==> config.mk <==
export PLATFORM = sky130hd
export DESIGN_NAME = ispr_controller
export DESIGN_NICKNAME = d
export VERILOG_FILES = /design/src/verilog/ispr_pkg.sv /design/src/verilog/ispr_pin_detect.sv /design/src/verilog/ispr_controller.sv
export SDC_FILE = /design/constraint.sdc
export NUM_CORES = 1
export LEC_CHECK = 0
export ABC_AREA = 0
export BUFFER_PORTS_ARGS = -buffer_cell sky130_fd_sc_hd__clkbuf_2
export CAP_MARGIN = 15
export CORE_UTILIZATION = 55
export CTS_CLUSTER_SIZE = 16
export DETAILED_ROUTE_END_ITERATION = 16
export PLACE_DENSITY = 0.79
export SYNTH_ARGS = -nofsm -noshare
export SYNTH_HDL_FRONTEND = slang
export SYNTH_SLANG_ARGS = --single-unit
==> constraint.sdc <==
create_clock -name clock -period 5.65 [get_ports clock]
set_clock_uncertainty 0.1 [all_clocks]
set_input_delay 0.2825 -clock clock [delete_from_list [all_inputs] [get_ports clock]]
set_output_delay 0.2825 -clock clock [all_outputs]
set_load 0.01 [all_outputs]
==> src/verilog/ispr_pkg.sv <==
// Shared constants for the interrupt source and priority block
package ispr_pkg;

	////////////////////////////////////////////////////////////////////////
	// Sizes
	localparam int PIN_N   = 8;
	localparam int PERI_N  = 21;
	localparam int SRC_N   = 30;
	localparam int SRC_W   = 5;
	localparam int VEC_W   = 7;
	localparam int ADDR_W  = 10;
	localparam int LVL_W   = 24;
	localparam int AXI_AW  = 8;
	localparam int AXI_DW  = 32;

	////////////////////////////////////////////////////////////////////////
	// Sense selection codes, two bits per pin
	localparam logic [1:0] SENSE_LOW  = 2'h0;
	localparam logic [1:0] SENSE_FALL = 2'h1;
	localparam logic [1:0] SENSE_RISE = 2'h2;
	localparam logic [1:0] SENSE_BOTH = 2'h3;

	////////////////////////////////////////////////////////////////////////
	// Vectors; the address is the vector shifted left by this amount
	localparam logic [VEC_W-1:0] VEC_NMI  = 7'h07;
	localparam logic [VEC_W-1:0] VEC_PIN0 = 7'h10;
	localparam int               VEC_ADDR_SHIFT = 2;

	////////////////////////////////////////////////////////////////////////
	// Register byte offsets
	localparam logic [AXI_AW-1:0] OFF_SYSCTL = 8'h00;
	localparam logic [AXI_AW-1:0] OFF_SENSE  = 8'h04;
	localparam logic [AXI_AW-1:0] OFF_ENABLE = 8'h08;
	localparam logic [AXI_AW-1:0] OFF_FLAGS  = 8'h0c;
	localparam logic [AXI_AW-1:0] OFF_LVL_A  = 8'h10;
	localparam logic [AXI_AW-1:0] OFF_LVL_B  = 8'h14;
	localparam logic [AXI_AW-1:0] OFF_LVL_C  = 8'h18;
	localparam logic [AXI_AW-1:0] OFF_STATUS = 8'h1c;

	// Field positions and reset values
	localparam int          NMI_EDGE_BIT = 0;
	localparam logic [7:0]  RST_BYTE     = 8'h00;
	localparam logic [15:0] RST_SENSE    = 16'h0000;

	// Bus answers
	localparam logic [1:0] RESP_OKAY   = 2'h0;
	localparam logic [1:0] RESP_DECERR = 2'h3;

	////////////////////////////////////////////////////////////////////////
	// Source table in ascending vector order: nmi, pins 0-7, watchdog,
	// refresh, address break, suspend, dma 0-3, timer 0, timer 1,
	// serial, usb. Level index points into {group c, group b, group a}.
	localparam logic [SRC_W-1:0] LVL_NONE = 5'h1f;

	localparam logic [VEC_W-1:0] SRC_VEC [SRC_N] = '{
		7'h07, 7'h10, 7'h11, 7'h12, 7'h13, 7'h14, 7'h15, 7'h16,
		7'h17, 7'h19, 7'h1a, 7'h1b, 7'h1e, 7'h22, 7'h23, 7'h24,
		7'h25, 7'h40, 7'h41, 7'h42, 7'h44, 7'h45, 7'h46, 7'h50,
		7'h51, 7'h52, 7'h53, 7'h6c, 7'h6d, 7'h6e};

	localparam logic [SRC_W-1:0] SRC_LVL [SRC_N] = '{
		5'h1f, 5'h07, 5'h06, 5'h05, 5'h05, 5'h04, 5'h04, 5'h03,
		5'h03, 5'h01, 5'h00, 5'h1f, 5'h0e, 5'h0d, 5'h0d, 5'h0d,
		5'h0d, 5'h0b, 5'h0b, 5'h0b, 5'h0a, 5'h0a, 5'h0a, 5'h17,
		5'h17, 5'h17, 5'h17, 5'h10, 5'h10, 5'h10};

endpackage

==> src/verilog/ispr_pin_detect.sv <==
// Pin synchroniser and sense detector for one request pin
`timescale 1ns/100ps
module ispr_pin_detect
	import ispr_pkg::*;
(
	input  logic       clock,
	input  logic       reset_n,
	input  logic       pin,
	input  logic [1:0] sense,
	output logic       hit,
	output logic       pin_high
);

	logic meta_r;
	logic sync_r;
	logic prev_r;

	// Two stages before anything looks at the pin; prev is the edge history
	always_ff @(posedge clock or negedge reset_n) begin
		if (!reset_n) begin
			meta_r <= 1'b1;
			sync_r <= 1'b1;
			prev_r <= 1'b1;
		end else begin
			meta_r <= pin;
			sync_r <= meta_r;
			prev_r <= sync_r;
		end
	end

	// Sense decode; level mode repeats the hit every cycle while low
	always_comb begin
		unique case (sense)
			SENSE_LOW:  hit = !sync_r;
			SENSE_FALL: hit = prev_r && !sync_r;
			SENSE_RISE: hit = !prev_r && sync_r;
			SENSE_BOTH: hit = prev_r != sync_r;
		endcase
	end

	assign pin_high = sync_r;

endmodule

==> src/verilog/ispr_controller.sv <==
// Interrupt source collection, pin flags and priority selection
`timescale 1ns/100ps
module ispr_controller
	import ispr_pkg::*;
(
	input  logic              clock,
	input  logic              reset_n,
	// AXI4-Lite register port
	input  logic [AXI_AW-1:0] s_axi_awaddr,
	input  logic              s_axi_awvalid,
	output logic              s_axi_awready,
	input  logic [AXI_DW-1:0] s_axi_wdata,
	input  logic [3:0]        s_axi_wstrb,
	input  logic              s_axi_wvalid,
	output logic              s_axi_wready,
	output logic [1:0]        s_axi_bresp,
	output logic              s_axi_bvalid,
	input  logic              s_axi_bready,
	input  logic [AXI_AW-1:0] s_axi_araddr,
	input  logic              s_axi_arvalid,
	output logic              s_axi_arready,
	output logic [AXI_DW-1:0] s_axi_rdata,
	output logic [1:0]        s_axi_rresp,
	output logic              s_axi_rvalid,
	input  logic              s_axi_rready,
	// Pins, active low request pins
	input  logic              nmi_pin,
	input  logic [PIN_N-1:0]  pin_request_n,
	// Peripheral requests, same clock
	input  logic [PERI_N-1:0] periph_flag,
	input  logic [PERI_N-1:0] periph_enable,
	// CPU side
	input  logic              cpu_ack,
	input  logic [VEC_W-1:0]  cpu_ack_vector,
	output logic              irq_valid,
	output logic [VEC_W-1:0]  irq_vector,
	output logic [ADDR_W-1:0] irq_address,
	output logic              irq_priority,
	output logic              irq_nmi,
	output logic              wake_request
);

	////////////////////////////////////////////////////////////////////////
	// Declarations

	logic                nmi_edge_select_r;
	logic [15:0]         pin_sense_selection_r;
	logic [PIN_N-1:0]    pin_request_enables_r;
	logic [PIN_N-1:0]    pin_request_flags_r;
	logic [PIN_N-1:0]    armed_r;
	logic [7:0]          level_bits_group_a_r;
	logic [7:0]          level_bits_group_b_r;
	logic [7:0]          level_bits_group_c_r;
	logic                nmi_pend_r;

	logic                awready_r;
	logic                wready_r;
	logic                bvalid_r;
	logic [1:0]          bresp_r;
	logic [AXI_AW-1:0]   aw_addr_r;
	logic [AXI_DW-1:0]   w_data_r;
	logic [3:0]          w_strb_r;
	logic                arready_r;
	logic                rvalid_r;
	logic [1:0]          rresp_r;
	logic [AXI_DW-1:0]   rdata_r;

	logic                irq_valid_r;
	logic [VEC_W-1:0]    irq_vector_r;
	logic [ADDR_W-1:0]   irq_address_r;
	logic                irq_priority_r;
	logic                irq_nmi_r;
	logic                wake_r;

	logic                wr_do;
	logic                rd_do;
	logic                wr_hit;
	logic [AXI_DW-1:0]   rd_data;
	logic                rd_hit;
	logic [PIN_N-1:0]    pin_hit;
	logic [PIN_N-1:0]    pin_high;
	logic                nmi_hit;
	logic [PIN_N-1:0]    sw_clr;
	logic [PIN_N-1:0]    exc_clr;
	logic [SRC_N-1:0]    src_req;
	logic [LVL_W-1:0]    levels;
	logic [SRC_W-1:0]    pick;
	logic                pick_lvl;

	////////////////////////////////////////////////////////////////////////
	// Helpers

	// Word match, low two address bits ignored
	function automatic logic hit(input logic [AXI_AW-1:0] a,
		input logic [AXI_AW-1:0] off);
		hit = a[AXI_AW-1:2] == off[AXI_AW-1:2];
	endfunction

	// Byte lane merge under its strobe
	function automatic logic [7:0] merge8(input logic [7:0] old,
		input logic [7:0] data, input logic strb);
		merge8 = strb ? data : old;
	endfunction

	// Control level of a source; no level bit reads as level 0
	function automatic logic src_level(input int s,
		input logic [LVL_W-1:0] lv);
		src_level = 1'b0;
		if (SRC_LVL[s] != LVL_NONE) begin
			src_level = lv[SRC_LVL[s]];
		end
	endfunction

	////////////////////////////////////////////////////////////////////////
	// Bus write channels; address and data taken in either order

	assign wr_do = !awready_r && !wready_r && !bvalid_r;
	assign wr_hit = hit(aw_addr_r, OFF_SYSCTL) || hit(aw_addr_r, OFF_SENSE)
		|| hit(aw_addr_r, OFF_ENABLE) || hit(aw_addr_r, OFF_FLAGS)
		|| hit(aw_addr_r, OFF_LVL_A) || hit(aw_addr_r, OFF_LVL_B)
		|| hit(aw_addr_r, OFF_LVL_C);

	// Ready comes back only after the response is taken: one write at a time
	always_ff @(posedge clock or negedge reset_n) begin
		if (!reset_n) begin
			awready_r <= 1'b1;
			aw_addr_r <= '0;
		end else if (s_axi_awvalid && awready_r) begin
			awready_r <= 1'b0;
			aw_addr_r <= s_axi_awaddr;
		end else if (bvalid_r && s_axi_bready) begin
			awready_r <= 1'b1;
		end
	end

	always_ff @(posedge clock or negedge reset_n) begin
		if (!reset_n) begin
			wready_r <= 1'b1;
			w_data_r <= '0;
			w_strb_r <= '0;
		end else if (s_axi_wvalid && wready_r) begin
			wready_r <= 1'b0;
			w_data_r <= s_axi_wdata;
			w_strb_r <= s_axi_wstrb;
		end else if (bvalid_r && s_axi_bready) begin
			wready_r <= 1'b1;
		end
	end

	// Response the cycle after both halves are held
	always_ff @(posedge clock or negedge reset_n) begin
		if (!reset_n) begin
			bvalid_r <= 1'b0;
			bresp_r  <= RESP_OKAY;
		end else if (wr_do) begin
			bvalid_r <= 1'b1;
			bresp_r  <= wr_hit ? RESP_OKAY : RESP_DECERR;
		end else if (s_axi_bready) begin
			bvalid_r <= 1'b0;
		end
	end

	////////////////////////////////////////////////////////////////////////
	// Control registers

	always_ff @(posedge clock or negedge reset_n) begin
		if (!reset_n) begin
			nmi_edge_select_r     <= 1'b0;
			pin_sense_selection_r <= RST_SENSE;
			pin_request_enables_r <= RST_BYTE;
			level_bits_group_a_r  <= RST_BYTE;
			level_bits_group_b_r  <= RST_BYTE;
			level_bits_group_c_r  <= RST_BYTE;
		end else if (wr_do) begin
			if (hit(aw_addr_r, OFF_SYSCTL) && w_strb_r[0]) begin
				nmi_edge_select_r <= w_data_r[NMI_EDGE_BIT];
			end
			if (hit(aw_addr_r, OFF_SENSE)) begin
				pin_sense_selection_r <= {
					merge8(pin_sense_selection_r[15:8],
						w_data_r[15:8], w_strb_r[1]),
					merge8(pin_sense_selection_r[7:0],
						w_data_r[7:0], w_strb_r[0])};
			end
			if (hit(aw_addr_r, OFF_ENABLE)) begin
				pin_request_enables_r <= merge8(pin_request_enables_r,
					w_data_r[7:0], w_strb_r[0]);
			end
			if (hit(aw_addr_r, OFF_LVL_A)) begin
				level_bits_group_a_r <= merge8(level_bits_group_a_r,
					w_data_r[7:0], w_strb_r[0]);
			end
			if (hit(aw_addr_r, OFF_LVL_B)) begin
				level_bits_group_b_r <= merge8(level_bits_group_b_r,
					w_data_r[7:0], w_strb_r[0]);
			end
			if (hit(aw_addr_r, OFF_LVL_C)) begin
				level_bits_group_c_r <= merge8(level_bits_group_c_r,
					w_data_r[7:0], w_strb_r[0]);
			end
		end
	end

	////////////////////////////////////////////////////////////////////////
	// Pin detection; the pin is sampled whatever its port direction

	for (genvar i = 0; i < PIN_N; i++) begin : g_pin
		ispr_pin_detect u_det (
			.clock    (clock),
			.reset_n  (reset_n),
			.pin      (pin_request_n[i]),
			.sense    (pin_sense_selection_r[2*i +: 2]),
			.hit      (pin_hit[i]),
			.pin_high (pin_high[i])
		);
	end

	// NMI uses the same detector, limited to one of the two edges
	ispr_pin_detect u_nmi (
		.clock    (clock),
		.reset_n  (reset_n),
		.pin      (nmi_pin),
		.sense    (nmi_edge_select_r ? SENSE_RISE : SENSE_FALL),
		.hit      (nmi_hit),
		.pin_high ()
	);

	////////////////////////////////////////////////////////////////////////
	// Flag clearing terms

	// Software clear needs a prior read that saw the bit at 1
	always_comb begin
		sw_clr = '0;
		if (wr_do && hit(aw_addr_r, OFF_FLAGS) && w_strb_r[0]) begin
			sw_clr = armed_r & ~w_data_r[PIN_N-1:0];
		end
	end

	// Exception clear; not applied to a low-level pin that is still low, so its flag stays set
	always_comb begin
		exc_clr = '0;
		for (int i = 0; i < PIN_N; i++) begin
			if (cpu_ack && cpu_ack_vector == VEC_PIN0 + VEC_W'(i)
				&& (pin_sense_selection_r[2*i +: 2] != SENSE_LOW
				|| pin_high[i])) begin
				exc_clr[i] = 1'b1;
			end
		end
	end

	// Status flags; a detection in the clearing cycle wins
	always_ff @(posedge clock or negedge reset_n) begin
		if (!reset_n) begin
			pin_request_flags_r <= RST_BYTE;
		end else begin
			pin_request_flags_r <= (pin_request_flags_r
				& ~(sw_clr | exc_clr)) | pin_hit;
		end
	end

	// Read-as-one memory, dropped by any write to the flag word
	always_ff @(posedge clock or negedge reset_n) begin
		if (!reset_n) begin
			armed_r <= RST_BYTE;
		end else if (wr_do && hit(aw_addr_r, OFF_FLAGS)) begin
			armed_r <= '0;
		end else if (rd_do && hit(s_axi_araddr, OFF_FLAGS)) begin
			armed_r <= armed_r | pin_request_flags_r;
		end
	end

	// NMI pending until the CPU takes vector 7
	always_ff @(posedge clock or negedge reset_n) begin
		if (!reset_n) begin
			nmi_pend_r <= 1'b0;
		end else begin
			nmi_pend_r <= (nmi_pend_r
				&& !(cpu_ack && cpu_ack_vector == VEC_NMI)) || nmi_hit;
		end
	end

	////////////////////////////////////////////////////////////////////////
	// Priority selection

	assign levels = {level_bits_group_c_r, level_bits_group_b_r,
		level_bits_group_a_r};
	assign src_req = {periph_flag & periph_enable,
		pin_request_flags_r & pin_request_enables_r,
		nmi_pend_r};

	// Scan downward so the last hit is the lowest vector of each level
	always_comb begin
		logic [SRC_W-1:0] best1;
		logic [SRC_W-1:0] best0;
		logic             found1;
		best1  = '0;
		best0  = '0;
		found1 = 1'b0;
		for (int s = SRC_N - 1; s > 0; s--) begin
			if (src_req[s] && src_level(s, levels)) begin
				best1  = SRC_W'(s);
				found1 = 1'b1;
			end else if (src_req[s]) begin
				best0 = SRC_W'(s);
			end
		end
		if (src_req[0]) begin
			pick = '0;
		end else if (found1) begin
			pick = best1;
		end else begin
			pick = best0;
		end
		pick_lvl = src_req[0] ? 1'b0 : found1;
	end

	// Registered request to the CPU; masking by the CPU is left to it
	always_ff @(posedge clock or negedge reset_n) begin
		if (!reset_n) begin
			irq_valid_r    <= 1'b0;
			irq_vector_r   <= '0;
			irq_address_r  <= '0;
			irq_priority_r <= 1'b0;
			irq_nmi_r      <= 1'b0;
		end else begin
			irq_valid_r    <= |src_req;
			irq_vector_r   <= SRC_VEC[pick];
			irq_address_r  <= ADDR_W'(SRC_VEC[pick])
				<< VEC_ADDR_SHIFT;
			irq_priority_r <= pick_lvl;
			irq_nmi_r      <= src_req[0];
		end
	end

	// Standby wake from NMI or an enabled pin request
	always_ff @(posedge clock or negedge reset_n) begin
		if (!reset_n) begin
			wake_r <= 1'b0;
		end else begin
			wake_r <= |src_req[PIN_N:0];
		end
	end

	// Table order also fixes and see the package source table

	////////////////////////////////////////////////////////////////////////
	// Bus read channel

	assign rd_do = s_axi_arvalid && arready_r;

	// Read decode; status shows the current selection
	always_comb begin
		rd_data = '0;
		rd_hit  = 1'b1;
		if (hit(s_axi_araddr, OFF_SYSCTL)) begin
			rd_data[NMI_EDGE_BIT] = nmi_edge_select_r;
		end else if (hit(s_axi_araddr, OFF_SENSE)) begin
			rd_data[15:0] = pin_sense_selection_r;
		end else if (hit(s_axi_araddr, OFF_ENABLE)) begin
			rd_data[7:0] = pin_request_enables_r;
		end else if (hit(s_axi_araddr, OFF_FLAGS)) begin
			rd_data[7:0] = pin_request_flags_r;
		end else if (hit(s_axi_araddr, OFF_LVL_A)) begin
			rd_data[7:0] = level_bits_group_a_r;
		end else if (hit(s_axi_araddr, OFF_LVL_B)) begin
			rd_data[7:0] = level_bits_group_b_r;
		end else if (hit(s_axi_araddr, OFF_LVL_C)) begin
			rd_data[7:0] = level_bits_group_c_r;
		end else if (hit(s_axi_araddr, OFF_STATUS)) begin
			rd_data[10:0] = {irq_valid_r, irq_nmi_r, irq_priority_r,
				irq_vector_r, wake_r};
		end else begin
			rd_hit = 1'b0;
		end
	end

	always_ff @(posedge clock or negedge reset_n) begin
		if (!reset_n) begin
			arready_r <= 1'b1;
			rvalid_r  <= 1'b0;
			rresp_r   <= RESP_OKAY;
			rdata_r   <= '0;
		end else if (rd_do) begin
			arready_r <= 1'b0;
			rvalid_r  <= 1'b1;
			rresp_r   <= rd_hit ? RESP_OKAY : RESP_DECERR;
			rdata_r   <= rd_data;
		end else if (rvalid_r && s_axi_rready) begin
			arready_r <= 1'b1;
			rvalid_r  <= 1'b0;
		end
	end

	////////////////////////////////////////////////////////////////////////
	// Outputs, all straight from flip-flops

	assign s_axi_awready = awready_r;
	assign s_axi_wready  = wready_r;
	assign s_axi_bvalid  = bvalid_r;
	assign s_axi_bresp   = bresp_r;
	assign s_axi_arready = arready_r;
	assign s_axi_rvalid  = rvalid_r;
	assign s_axi_rresp   = rresp_r;
	assign s_axi_rdata   = rdata_r;
	assign irq_valid     = irq_valid_r;
	assign irq_vector    = irq_vector_r;
	assign irq_address   = irq_address_r;
	assign irq_priority  = irq_priority_r;
	assign irq_nmi       = irq_nmi_r;
	assign wake_request  = wake_r;

endmodule

; Word-level counts from Yosys, hierarchy flattened
; Memory sizes are Yosys's and may differ from the RTL's. A register that Yosys moved wholly into a read port is not among the register bits.
; Index checks and enable logic that the tools add are counted.
[totals]
elab_cells = 438
in_bits = 118
rom_bits = 224
reg_bits = 148
memories = 1
[memory_table]
columns = memory, depth, word_bits, read_ports, rd_clocked_by_memory_dff, wr, line
row1 = (name not given), 32, 7, 1, 1, 0, ispr_controller.sv:328  ; irq_address_r <= ADDR_W'(SRC_VEC[pick])
[op_classes]
bitwise = 10
n_eq_ne = 58
n_mux = 171
reduce_logical = 146
[ops]
columns = op, count
row1 = 2-to-1 mux 5 bit, 88
row2 = logical AND 1 bit, 75
row3 = 2-to-1 mux 8 bit, 8
row4 = equality test 7 x 5 -> 1 bit (second input constant), 8
row5 = 2-to-1 mux 1 bit, 55
row6 = equality test 6 x 3 -> 1 bit (second input constant), 7
row7 = equality test 2 bit (second input constant), 18
row8 = case mux 1 bit (4 select lines), 9
row9 = OR reduction 30 bit, 1
row10 = nonzero test 2 bit, 13
row11 = bitwise AND 8 bit, 3
row12 = equality test 6 x 2 -> 1 bit (second input constant), 4
row13 = bitwise OR 8 bit, 3
row14 = zero test 1 bit, 23
row15 = 2-to-1 mux 11 bit, 2
row16 = bitwise AND 21 bit, 1
row17 = equality test 2 x 1 -> 1 bit (second input constant), 9
row18 = zero test 2 bit, 9
row19 = AND reduction 3 bit, 6
row20 = NOT 8 bit, 2
row21 = logical OR 1 bit, 15
row22 = 2-to-1 mux 15 bit, 1
row23 = 2-to-1 mux 3 bit, 5
row24 = equality test 6 x 1 -> 1 bit (second input constant), 2
row25 = other kinds (7), 18

; Logic depth before layout (Yosys ltp)
[depth]
depth_word = 61
mapped_depth = 14

; Modules after synthesis
; From an unflattened synthesis, not the netlist that was laid out.
[unflattened]
hier_cells = 739
area_unflattened_um2 = 8252.9
[modules_own_cells]
columns = module, n_inst, area_each_um2, seq_area_each_um2, cells_per_inst
row1 = ispr_controller, 1, 7014.2, 3106.7, 658
row2 = ispr_pin_detect, 9, 137.6, 78.8, 9

; Least setup slack after synthesis
; No wires, ideal clock.
[synth_timing]
kind = input-to-reg
start = input port periph_flag[15]
end = register irq_address_r[2], in the netlist irq_address[2]
n_path_buf = 1
path_slack_ns = 1.930
t_arrival_ns = 3.488
setup_time_ns = 0.132
path_stages = 13
t_required_ns = 5.418
path_cell_list = a222oi_1 > o22ai_1 > or3b_1 > or4_1 > buf_2 > xor2_1 > nor3_1 > or2_2 > inv_1 > ha_1 > nand3b_1 > o311a_1 > or3b_1
[synth_via]
elab_chain_cells = 51
elab_cells_between_ends = 98
[synth_rtl]
columns = element, line
row1 = start: declaration, ispr_controller.sv:30  ; input logic [PERI_N-1:0] periph_flag,
row2 = bitwise AND 21 bit (*), ispr_controller.sv:287  ; assign src_req = {periph_flag & periph_enable,
row3 = 2-to-1 mux 5 bit / logical AND 1 bit (equally long branches), "ispr_controller.sv:303, ispr_controller.sv:300"
row4 = 2-to-1 mux 5 bit, ispr_controller.sv:300  ; if (src_req[s] && src_level(s, levels)) begin
row5 = 2-to-1 mux 5 bit, ispr_controller.sv:303  ; end else if (src_req[s]) begin
row6 = 2-to-1 mux 5 bit, ispr_controller.sv:300
row7 = 2-to-1 mux 5 bit, ispr_controller.sv:303
row8 = 2-to-1 mux 5 bit, ispr_controller.sv:300
row9 = 2-to-1 mux 5 bit, ispr_controller.sv:303
row10 = (+35 left out), --
row11 = 2-to-1 mux 5 bit, ispr_controller.sv:300
row12 = 2-to-1 mux 5 bit, ispr_controller.sv:303
row13 = 2-to-1 mux 5 bit, ispr_controller.sv:300
row14 = 2-to-1 mux 5 bit, ispr_controller.sv:303
row15 = 2-to-1 mux 5 bit, ispr_controller.sv:300
row16 = 2-to-1 mux 5 bit (*), ispr_controller.sv:309  ; end else if (found1) begin
row17 = 2-to-1 mux 5 bit (*), ispr_controller.sv:307  ; if (src_req[0]) begin
row18 = NOT 5 -> 6 bit (not written as such) (*), ispr_controller.sv:328
row19 = end: declaration, ispr_controller.sv:70  ; logic [ADDR_W-1:0] irq_address_r;
; Mark *: on every way between the ends. The rest lies on a longest branch, timed or not.
; A chain may end at the register's enable or synchronous reset.

; Worst setup path after layout
[layout_timing]
start = register level_bits_group_b_r[2]
end = register irq_address_r[2], in the netlist irq_address[2]
[layout_via]
elab_chain_cells = 46
elab_cells_between_ends = 90
[layout_rtl]
columns = element, line
row1 = start: declaration, ispr_controller.sv:52  ; logic [7:0] level_bits_group_b_r;
row2 = start signal: assignment, ispr_controller.sv:194  ; level_bits_group_b_r <= merge8(level_bits_group_b_r,
row3 = logical AND 1 bit, ispr_controller.sv:300
row4 = 2-to-1 mux 5 bit, ispr_controller.sv:300
row5 = 2-to-1 mux 5 bit, ispr_controller.sv:303
row6 = 2-to-1 mux 5 bit, ispr_controller.sv:300
row7 = 2-to-1 mux 5 bit, ispr_controller.sv:303
row8 = 2-to-1 mux 5 bit, ispr_controller.sv:300
row9 = 2-to-1 mux 5 bit, ispr_controller.sv:303
row10 = 2-to-1 mux 5 bit, ispr_controller.sv:300
row11 = (+30 left out), --
row12 = 2-to-1 mux 5 bit, ispr_controller.sv:300
row13 = 2-to-1 mux 5 bit, ispr_controller.sv:303
row14 = 2-to-1 mux 5 bit, ispr_controller.sv:300
row15 = 2-to-1 mux 5 bit, ispr_controller.sv:303
row16 = 2-to-1 mux 5 bit, ispr_controller.sv:300
row17 = 2-to-1 mux 5 bit (*), ispr_controller.sv:309
row18 = 2-to-1 mux 5 bit (*), ispr_controller.sv:307
row19 = NOT 5 -> 6 bit (not written as such) (*), ispr_controller.sv:328
; Marks and branches as above.

==> run_results.csv <==
group,metric,value,unit
status,outcome,"finished clean",
clock_network,cts_buffers,17,
hold_path,worstHoldPathType,"input port to flip-flop",
synthesis,synth_common_cells,"121 x dfrtp_1, 73 x nand2_1, 70 x mux2_2",
critical_path,critPathMaxFanout,10,
final_layout,fin_cells,1123,
critical_path,cp_slowest_cell,"or4_1",
place,place_area,8830,um^2
synthesis,synth_warnings,0,
synthesis,mappedNetlistArea,8076,um^2
power_and_ir_drop,total_power,4.137,mW
sta,timing.fmax,232.3,MHz
final_layout,diodes,0,
clock_network,cts_tree,"built",
route,dr.pass1.iters,5,
synthesis,synth_area_leader_cell,"dfrtp_1",
critical_path,startpoint_type,"flip-flop",
global_route,grt_pass1_wl,32920,um
clock_network,cts_setup_buffers,0,
sta,slew_headroom,0.2954,
clock_network,cts.sinks,151,
route,route.detailed.drc,0,
synthesis,ys_async_sr_fraction,1.000,
critical_path,required,5.83,ns
floorplan,row_count,43,
synthesis,ys_types,64,
global_route,globalRouteOverflowTotal,0,
floorplan,die_y,123.2,um
clock_network,cts-htree-levels,4,
synthesis,ys_ff_latch,151,
floorplan,die_w,123.2,um
final_layout,fillers,1027,
critical_path,crit_top_cell,"or3b_1",
place,dp.cells,1052,
clock_network,cts.clk_slew.worst_paths,0.06,ns
sta,final_max_slew_viol_count,0,
final_layout,area_delta_synth_final,21.60,%
route,via_per_inst,6.120,
clock_network,clk_root_buffer_cell,"clkbuf_16",
critical_path,crit_path_end_kind,"flip-flop",
clock_network,clockBufferDepth,2,
floorplan,fp.coreArea,14100,um^2
power_and_ir_drop,irDropWorstVdd,0.0003011,V
final_layout,final_nets,1072,
critical_path,cp_cell_sequence,"and3_1, a211oi_1, or3b_1, or4_1, xor2_1, nor3_1, or2_2, inv_1, ha_1, nand3b_1, o311a_1, or3b_1",
sta,finalSetupViolCount,0,
route,wl,21170,um
place,dp_hpwl,14900,um
power_and_ir_drop,cellPowerDensity,421.3,nW/um^2
clock_network,holdBufCountCts,39,
synthesis,netlist.area_leader.share,0.3749,
sta,rsz0062_at_grt,"no",
synthesis,synthCells,760,
synthesis,ys.flop_type,"dfrtp_1",
route,wl_per_cell,18.85,um
synthesis,synth_edf_count,0,
floorplan,dieArea,15170,um^2
place,routabilityCongestion,0.8953,
route,postRouteAntennaNets,0,
final_layout,final_cell_area,9821,um^2
critical_path,max_stage_delay,0.67,ns
synthesis,ys_seq_area_frac,0.4725,
sta,hold_viol_final,0,
route,drt-initial-drc-count,641,
critical_path,critical_path_class,"flip-flop to flip-flop",
sta,worstMarginPinSlew,1.053,ns
global_route,grt_start_max_net_pins,80,
route,num_vias,6873,
global_route,antenna_found_initial,0,
critical_path,worst-path-buf-inv,1,
global_route,grt_pass1_vias,6253,
floorplan,pin_count,180,
global_route,grt_util_all_layers,0.2931,
sta,period_share,0.7618,
sta,setup_tns,0,ns
critical_path,worstPathArrival,4.49,ns
run,drv_cap,0,
clock_network,cts_resized,0,
synthesis,syn_avg_cell_area,10.63,um^2
floorplan,initial_core_util,0.5730,
place,portBuffers,138,
critical_path,critPathTopFamily,"simple AND/OR/NAND/NOR gates",
power_and_ir_drop,p_leak,4.550,nW
synthesis,netlist_top_cells_area,"dfrtp_1 37%, dfstp_2 9.8%, mux2_2 9.8%",
clock_network,insertion_delay,0.42,ns
synthesis,synth.most_common_cell,"dfrtp_1",
sta,min_period,4.304,ns
final_layout,drive_above_1_share,0.3086,
-- report_power, final --
group | leakage (nW) | switching (mW) | total (mW) | internal, mW
clock | 0.292 | 0.444 | 1.14 | 0.697
combinational | 2.40 | 0.608 | 1.20 | 0.595
sequential | 1.86 | 0.408 | 1.79 | 1.38
-- final cells by class --
| class | instances | area, um^2 | share of cell area |
|---|---|---|---|
| Inverter | 34 | 127.6 | 0.01300 |
| Sequential cell | 151 | 3816 | 0.3886 |
| Multi-Input combinational cell | 545 | 3934 | 0.4006 |
| Clock inverter | 11 | 120.1 | 0.01223 |
| Clock buffer | 21 | 480.5 | 0.04892 |
| Timing Repair Buffer | 181 | 1117 | 0.1138 |
| Tap cell | 180 | 225.2 | 0.02293 |
-- path summary, 6_finish.rpt --
path / from / endpoint / slack (ns) / cells past startpoint
worst max-delay path: level_bits_group_b_r[2] / irq_address[2] / 1.35 / 12
worst min-delay path: s_axi_wdata[5] / w_data_r[5] / 0.02 / 2
worst max register to register: level_bits_group_b_r[2] / irq_address[2] / 1.35 / 12
worst min register to register: g_pin[6].u_det.meta_r / g_pin[6].u_det.pin_high / 0.26 / 0
max in group asynchronous: reset_n / s_axi_rresp[0] / 3.75 / 3
min in group asynchronous: reset_n / s_axi_bvalid / 0.36 / 2
-- routing by layer --
layer / up-vias / share of wire / routed length [um] / global-route usage
met5: - / 0 / 0 / 0
met4: 0 / 0.023 / 481 / 0.09036
met3: 36 / 0.093 / 1971 / 0.08072
met2: 367 / 0.46 / 9685 / 0.4445
met1: 3339 / 0.43 / 9028 / 0.4102
li1: 3131 / - / - / -
-- stage by stage --
step,hold WS (ns),setup WS [ns],utilization
after CTS,0.002897,1.401,0.6967
final,0.01664,1.346,0.6967
after detailed placement,0.2468,1.297,0.6264
after global routing,0.001750,1.097,0.6967
after global placement,0.2457,1.336,0.6264
after floorplan,-0.1131,1.930,-
-- cell families after synthesis --
group | share of synthesized area
other | 0.0004643
AOI/OAI and AO/OA | 0.1568
buffers and inverters | 0.05143
DFF | 0.4725
muxes | 0.1431
xor gates and xnor gates | 0.001085
adders and majority gates | 0.03718
and+or+nand+nor | 0.1374
-- flip-flops by register name (all words and copies together), names as in the netlist, 8 cells and up --
name                   flops
pin_sense_selection_r     16
s_axi_rdata               16
w_data_r                  16
armed_r                    8
g_pin.u_det.meta_r         8
g_pin.u_det.pin_high       8
g_pin.u_det.prev_r         8
level_bits_group_a_r       8
level_bits_group_b_r       8
level_bits_group_c_r       8
pin_request_enables_r      8
pin_request_flags_r        8
-- worst register-to-register path: stages, from the launching register on --
cell      delay (ns)
dfrtp_1         0.52
and3_1          0.24
a211oi_1        0.42
or3b_1          0.41
or4_1           0.67
xor2_1          0.20
nor3_1          0.35
or2_2           0.24
inv_1           0.10
ha_1            0.21
nand3b_1        0.16
o311a_1         0.15
or3b_1          0.41
-- cell usage in the layout (no fill, tap or decap), drive strengths merged, types with 15 or more instances in the layout --
master | Yosys | routed
ha | 24 | 24
dfrtp | 121 | 121
o21ai | 50 | 50
nor2 | 36 | 36
nand3b | 15 | 15
inv | 34 | 36
mux2 | 70 | 70
conb | 1 | 19
mux2i | 21 | 21
dlygate4sd3 | 0 | 39
nand2 | 73 | 73
dfstp | 30 | 30
a21oi | 27 | 27
clkbuf | 14 | 158
nand3 | 22 | 22
Power figures use the tool's default switching activity.
